### config.mk
export PLATFORM = sky130hd
export DESIGN_NAME = fts_top
export DESIGN_NICKNAME = d
export VERILOG_FILES = /design/src/fts_pkg.sv /design/src/fts_top.sv
export VERILOG_INCLUDE_DIRS = /design/src /design/src/src
export SDC_FILE = /design/constraint.sdc
export NUM_CORES = 1
export LEC_CHECK = 0
export BUFFER_PORTS_ARGS = -buffer_cell sky130_fd_sc_hd__buf_4
export CORE_MARGIN = 2
export CORE_UTILIZATION = 50
export DETAILED_ROUTE_END_ITERATION = 12
export PLACE_DENSITY = 0.75
export SKIP_LAST_GASP = 1
export SLEW_MARGIN = 10
export SYNTH_ARGS = -nofsm -noshare
export SYNTH_HDL_FRONTEND = slang
export SYNTH_SLANG_ARGS = --single-unit
### constraint.sdc
create_clock -name clk -period 7.1 [get_ports clk]
set_input_delay 0.355 -clock clk [delete_from_list [all_inputs] [get_ports clk]]
set_output_delay 0.355 -clock clk [all_outputs]
set_load 0.005 [all_outputs]
### src/fts_cfg.svh
// Register offsets, field positions, reset values and timing counts for the flash and sink block
`ifndef FTS_CFG_SVH
`define FTS_CFG_SVH
`define FTS_ADDR_CTRL 8'h00
`define FTS_ADDR_CH1 8'h01
`define FTS_ADDR_CH2 8'h02
`define FTS_ADDR_CH3 8'h03
`define FTS_ADDR_CH4 8'h04
`define FTS_BIT_TORCH 4
`define FTS_BIT_ARM 5
`define FTS_BIT_TRIG 6
`define FTS_BIT_GUARD 7
`define FTS_CTRL_RST 8'h00
`define FTS_CODE_RST 8'h00
`define FTS_CLK_HZ 40000000
`define FTS_LIMIT_LONG_MS 2000
`define FTS_LIMIT_SHORT_MS 1000
`define FTS_LIMIT_LONG_CYC (`FTS_LIMIT_LONG_MS * (`FTS_CLK_HZ / 1000))
`define FTS_LIMIT_SHORT_CYC (`FTS_LIMIT_SHORT_MS * (`FTS_CLK_HZ / 1000))
`endif

### src/fts_pkg.sv
// Types for the flash and sink block
package fts_pkg;
	typedef logic [7:0] fts_byte_t;
	typedef logic [26:0] fts_count_t;
	typedef enum logic [2:0]
	{
		FTS_OFF = 3'b001,
		FTS_TORCH = 3'b010,
		FTS_FLASH = 3'b100
	} fts_mode_e;
endpackage

### src/fts_top.sv
// Flash/torch sink control with safety timer and four brightness-coded sinks
`timescale 1ns/1ps
`include "fts_cfg.svh"
module fts_top
	import fts_pkg::*;
#(
	parameter fts_pkg::fts_count_t LIMIT_LONG = fts_pkg::fts_count_t'(`FTS_LIMIT_LONG_CYC),
	parameter fts_pkg::fts_count_t LIMIT_SHORT = fts_pkg::fts_count_t'(`FTS_LIMIT_SHORT_CYC)
)
(
	input wire logic clk,
	input wire logic rst,
	input wire logic clk_en,
	input wire logic wr_en,
	input wire logic rd_en,
	input wire fts_pkg::fts_byte_t addr,
	input wire fts_pkg::fts_byte_t wr_data,
	output fts_pkg::fts_byte_t rd_data,
	input wire logic trig_pin,
	input wire logic audio_sync_en,
	input wire fts_pkg::fts_byte_t audio_level,
	output logic torch_on,
	output logic flash_on,
	output logic [3:0] sink_on,
	output fts_pkg::fts_byte_t sink_channel_1,
	output fts_pkg::fts_byte_t sink_channel_2,
	output fts_pkg::fts_byte_t sink_channel_3,
	output fts_pkg::fts_byte_t sink_channel_4
);
	import fts_pkg::*;

	// Limits are parameters so a bench need not run for seconds

	////////////////////////////////////////////////////////////////////////
	// Pin synchroniser
	logic trig_meta, trig_sync;
	logic next_trig_meta, next_trig_sync;

	always_comb
	begin
		next_trig_meta = trig_pin;
		next_trig_sync = trig_meta;
	end

	always_ff @(posedge clk)
	begin
		if (rst)
		begin
			trig_meta <= 1'b0;
			trig_sync <= 1'b0;
		end
		else if (clk_en)
		begin
			trig_meta <= next_trig_meta;
			trig_sync <= next_trig_sync;
		end
	end

	////////////////////////////////////////////////////////////////////////
	// Registers
	fts_byte_t ctrl, next_ctrl;
	fts_byte_t code [4];
	fts_byte_t next_code [4];
	fts_byte_t next_rd_data;

	always_comb
	begin
		next_ctrl = ctrl;
		if (wr_en && addr == `FTS_ADDR_CTRL)
			next_ctrl = wr_data;
		next_rd_data = 8'h00;
		if (rd_en)
		begin
			case (addr)
				`FTS_ADDR_CTRL: next_rd_data = ctrl;
				`FTS_ADDR_CH1: next_rd_data = code[0];
				`FTS_ADDR_CH2: next_rd_data = code[1];
				`FTS_ADDR_CH3: next_rd_data = code[2];
				`FTS_ADDR_CH4: next_rd_data = code[3];
				default: next_rd_data = 8'h00;
			endcase
		end
		else
			next_rd_data = rd_data;
	end

	genvar gi;
	generate
		for (gi = 0; gi < 4; gi++)
		begin : g_code
			// Audio owns channel one; dropped writes are not queued
			always_comb
			begin
				next_code[gi] = code[gi];
				if (wr_en && addr == `FTS_ADDR_CH1 + 8'(gi) && !(gi == 0 && audio_sync_en))
					next_code[gi] = wr_data;
			end

			always_ff @(posedge clk)
			begin
				if (rst)
					code[gi] <= `FTS_CODE_RST;
				else if (clk_en)
					code[gi] <= next_code[gi];
			end
		end
	endgenerate

	always_ff @(posedge clk)
	begin
		if (rst)
		begin
			ctrl <= `FTS_CTRL_RST;
			rd_data <= 8'h00;
		end
		else if (clk_en)
		begin
			ctrl <= next_ctrl;
			rd_data <= next_rd_data;
		end
	end

	////////////////////////////////////////////////////////////////////////
	// Flash state machine and safety timer
	fts_mode_e mode, next_mode;
	fts_count_t cnt, next_cnt;
	logic trig_prev, next_trig_prev;
	logic trig_now;
	logic torch_req;
	fts_count_t limit;

	always_comb
	begin
		trig_now = ctrl[`FTS_BIT_TRIG] | trig_sync;
		limit = ctrl[`FTS_BIT_GUARD] ? LIMIT_SHORT : LIMIT_LONG;
		torch_req = ctrl[`FTS_BIT_TORCH] && !ctrl[`FTS_BIT_ARM];
		next_trig_prev = trig_now;
		next_mode = mode;
		next_cnt = cnt;
		case (mode)
			FTS_OFF, FTS_TORCH:
			begin
				next_cnt = '0;
				if (ctrl[`FTS_BIT_ARM] && trig_now && !trig_prev)
					next_mode = FTS_FLASH;
				else if (ctrl[`FTS_BIT_TORCH] && !ctrl[`FTS_BIT_ARM])
					next_mode = FTS_TORCH;
				else
					next_mode = FTS_OFF;
			end
			FTS_FLASH:
			begin
				next_cnt = cnt + 27'h1;
				// Timeout leaves trigger high; a fresh rise is needed to refire
				if (!ctrl[`FTS_BIT_ARM] || !trig_now || cnt >= limit - 27'h1)
				begin
					// Torch resumes at once if the arm bit went away
					next_mode = torch_req ? FTS_TORCH : FTS_OFF;
					next_cnt = '0;
				end
			end
			default:
			begin
				next_mode = FTS_OFF;
				next_cnt = '0;
			end
		endcase
	end

	always_ff @(posedge clk)
	begin
		if (rst)
		begin
			mode <= FTS_OFF;
			cnt <= '0;
			trig_prev <= 1'b0;
		end
		else if (clk_en)
		begin
			mode <= next_mode;
			cnt <= next_cnt;
			trig_prev <= next_trig_prev;
		end
	end

	////////////////////////////////////////////////////////////////////////
	// Outputs
	logic next_torch_on, next_flash_on;
	logic [3:0] next_sink_on;
	fts_byte_t next_ch [4];
	fts_byte_t ch_q [4];

	always_comb
	begin
		next_torch_on = (next_mode == FTS_TORCH);
		next_flash_on = (next_mode == FTS_FLASH);
		next_sink_on = next_ctrl[3:0];
		for (int i = 0; i < 4; i++)
			next_ch[i] = next_ctrl[i] ? next_code[i] : 8'h00;
		if (audio_sync_en && next_ctrl[0])
			next_ch[0] = audio_level;
	end

	always_ff @(posedge clk)
	begin
		if (rst)
		begin
			torch_on <= 1'b0;
			flash_on <= 1'b0;
			sink_on <= 4'h0;
			for (int i = 0; i < 4; i++)
				ch_q[i] <= 8'h00;
		end
		else if (clk_en)
		begin
			torch_on <= next_torch_on;
			flash_on <= next_flash_on;
			sink_on <= next_sink_on;
			for (int i = 0; i < 4; i++)
				ch_q[i] <= next_ch[i];
		end
	end

	assign sink_channel_1 = ch_q[0];
	assign sink_channel_2 = ch_q[1];
	assign sink_channel_3 = ch_q[2];
	assign sink_channel_4 = ch_q[3];
endmodule

==> impl_metrics.csv <==
group,metric,value,unit
cts,cts.sinks,115,
setup_path,rr_worst_depth,8,
status,status,"completed",
die,coreArea,10800,µm²
placed_design,io_buffers,76,
setup_path,criticalPathCategory,"reg -> reg",
sta,rsz0062_at_grt,"no",
grt,grt_pass1_vias,4042,
power,comb_power_share,5.5,%
sta,slew_viol_final,0,
cts,cts_hold_buf,0,
grt,grt_max_degree,72,
detailed_routing,vias_per_cell,5.83,
logic_synthesis,synth-compound-area-share,11.6,%
logic_synthesis,synth_seq_cells,115,
power,switching_power,371,µW
sta,hold_viol,0,
setup_path,start_kind,"flop",
logic_synthesis,synthArstFlopShare,0,%
cts,cts_buffer_depth,2,
logic_synthesis,synth_area_leaders,"edfxtp_1 35%, dfxtp_1 19%, mux2i_1 6.9%, nor2_1 6.3%, ha_1 2.7%",
setup_path,cp.arrival,3.90,ns
logic_synthesis,synth_mux_area_share,9.57,%
power,power,1.67,mW
power,clock_power_share,50.5,%
logic_synthesis,ys_warn_count,0,
sta,fin_crit,3.47,ns
setup_path,critical-path-max-stage-delay,0.97,ns
hold_path,whs_path_depth,3,
setup_path,crit_buf_inv,1,
grt,grt_first_pass_wirelength,20300,µm
detailed_routing,post_drt_wl_per_cell,17.6,µm
die,chipHeight,109,µm
power,switching_share,22.1,%
final_layout,layout_commonest_cell,"nor2_1",
logic_synthesis,yosys.area_share.simple,17.8,%
sta,max-slew-margin-rel,22.6,%
placed_design,place_congestion,0.851,
hold_path,hp-class,"in -> reg",
sta,finalSetupViolCount,0,
setup_path,cp.depth,8,
logic_synthesis,synth_top_family_by_area,"simple AND/OR/NAND/NOR gates",
final_layout,drive_gt1_share,22.4,%
die,die_area,11900,µm²
logic_synthesis,avgSynthCellArea,10.6,µm²
detailed_routing,dr.pass1.iters,7,
sta,holdWs,0.0768,ns
final_layout,nets,632,
sta,worst_pin_slew,1.15,ns
power,p_leak,2.88,nW
power,powerDensity,249,nW/µm²
final_layout,final_cell_mix,"93 x nor2_1, 79 x buf_4, 64 x edfxtp_1, 51 x dfxtp_1, 38 x mux2i_1",
die,placementRows,38,
detailed_routing,vias,4325,
sta,fin_worst_skew,0.0121,ns
cts,cts-htree-levels,4,
cts,numCtsBuffers,17,
cts,clockRootBuffer,"clkbuf_8",
die,ios,77,
logic_synthesis,yosysUniqueCellTypes,51,
power,p_int,1.30,mW
logic_synthesis,synth_nets,563,
grt,antenna_found_initial,0,
logic_synthesis,synthAdderAreaFrac,2.73,%
power,ir_worst_vdd,165,µV
run,maxCapViolations,0,
detailed_routing,wl,13000,µm
setup_path,cp_max_fo,32,
final_layout,syn2layout_area_growth,22.3,%
die,start_util,51.0,%
setup_path,worst_setup_path_end_kind,"flop",
cts,post_cts_buffers,0,
logic_synthesis,syn-cell-area,5510,µm²
setup_path,critPathRequiredTime,7.53,ns
logic_synthesis,synth.top_cell.area_share,34.9,%
logic_synthesis,synth_edf_count,64,
grt,grt_overflow_total,0,
die,die_x,109,µm
detailed_routing,drt_iter0_drc,211,
setup_path,crit_slowest_cell,"nand4bb_1",
cts,cts_tree,"done",
setup_path,crit_family,"simple AND/OR/NAND/NOR gates",
logic_synthesis,seq_area_frac_synth,53.5,%
cts,cts_resized,0,
setup_path,reg2reg_slack,3.63,ns
logic_synthesis,netlist_instances,520,
setup_path,cp_cell_sequence,"inv_1 -> ha_1 -> and4b_1 -> and4_1 -> o311ai_1 -> nand4bb_1 -> or3_1 -> o21ai_0",
placed_design,hpwl,8900,µm
logic_synthesis,synth-main-ff-cell,"edfxtp_1",
power,p_seq_share,44.0,%
grt,grt_usage,22.4,%
cts,path_clk_slew,0.06,ns
sta,max_freq,288,MHz
final_layout,antenna_cells,0,
detailed_routing,drc_errors,0,
cts,clk-insertion-delay-late,0.52,ns
detailed_routing,antenna_left,0,
logic_synthesis,synth_area_leader_cell,"edfxtp_1",
final_layout,fillers,857,
sta,finalCritPeriodShare,48.9,%
sta,finalSetupTns,0,ns
logic_synthesis,synthXorXnorAreaFrac,1.59,%
[state kept, by name (all words and copies together), names as in the netlist]
name	count
ch_q	32
sink_on	4
ctrl	4
trig_sync	1
code	32
torch_on	1
rd_data	8
next_trig_sync	1
trig_prev	1
cnt	27
mode	3
flash_on	1
[cells by family (layout without fill, tap and decap cells)]
group	after synthesis	after routing
AND/OR/NAND/NOR	198	198
flip-flops	115	115
AO/OA/AOI/OAI	94	94
multiplexers	51	51
buffers and inverters	40	122
adder cells (fa/ha/maj)	12	12
XOR/XNOR	10	10
[per-stage QoR]
step / setup WS (ns) / cell area [µm²] / std cells / util (%)
after floorplan: 4.44 / 5510 / 520 / -
after global placement: 3.86 / 6130 / 710 / 56.8
after detailed placement: 3.69 / 6130 / 710 / 56.8
after CTS: 3.67 / 6730 / 742 / 62.4
after global routing: 3.38 / 6730 / 742 / 62.4
final: 3.63 / 6730 / 742 / 62.4
[layout make-up]
| type | count | area (µm²) | share of cell area (%) |
|---|---|---|---|
| tap | 140 | 175 | 2.60 |
| multi-input combinational | 365 | 2380 | 35.4 |
| clock inverter | 9 | 88.8 | 1.32 |
| timing repair buffer | 79 | 593 | 8.81 |
| inverter | 11 | 41.3 | 0.613 |
| clock buffer | 23 | 510 | 7.58 |
| sequential | 115 | 2940 | 43.7 |
[final timing paths]
kind | startpoint | endpoint
setup / recovery | ctrl[7]$_SDFFE_PP0P_ | cnt[8]$_SDFFE_PP0P_
hold / removal | trig_pin | next_trig_sync$_SDFFE_PP0P_
setup reg to reg | ctrl[7]$_SDFFE_PP0P_ | cnt[8]$_SDFFE_PP0P_
hold reg to reg | torch_on$_SDFFE_PP0P_ | torch_on$_SDFFE_PP0P_
[power by group through the flow]
stage	Sequential (mW)	Clock [mW]	Combinational (mW)
global placement	0.749	0	0.0902
finish	0.736	0.846	0.0919
global route	0.738	0.882	0.0999
detailed placement	0.750	0	0.0919
CTS	0.736	0.849	0.0922
floorplan	0.749	0	0.0446
[cell usage after synthesis, types with 3 or more instances]
| cell | number |
|---|---|
| xnor2_1 | 3 |
| nand2_1 | 32 |
| buf_2 | 5 |
| ha_1 | 12 |
| nor4_1 | 5 |
| or3_1 | 8 |
| o311ai_1 | 3 |
| nand2_2 | 5 |
| edfxtp_1 | 64 |
| a21o_1 | 6 |
| inv_1 | 10 |
| clkbuf_1 | 16 |
| buf_4 | 5 |
| nor3b_1 | 3 |
| a22o_1 | 12 |
| xor2_1 | 7 |
| o21ai_0 | 28 |
| nand4_1 | 9 |
| nand3_1 | 15 |
| a222oi_1 | 8 |
| and4_1 | 4 |
| dfxtp_1 | 51 |
| a211oi_1 | 17 |
| mux2_2 | 13 |
| nor2_1 | 93 |
| mux2i_1 | 38 |
| a21oi_1 | 14 |
| and3_1 | 4 |
[worst min-delay path, cell delays in order]
cell     delay, ns
buf_4         0.08
mux2i_1       0.05
nor2_1        0.07
[metal layers]
layer	wire (µm)	share of wire, %	GRT usage, %	up-vias
met5	0	0	0	-
met4	150	1.2	7.51	0
met3	796	6.1	5.02	17
met2	6540	50	37.7	166
met1	5540	43	28.5	2079
li1	-	-	-	2063
(Power assumes the default switching activity.)
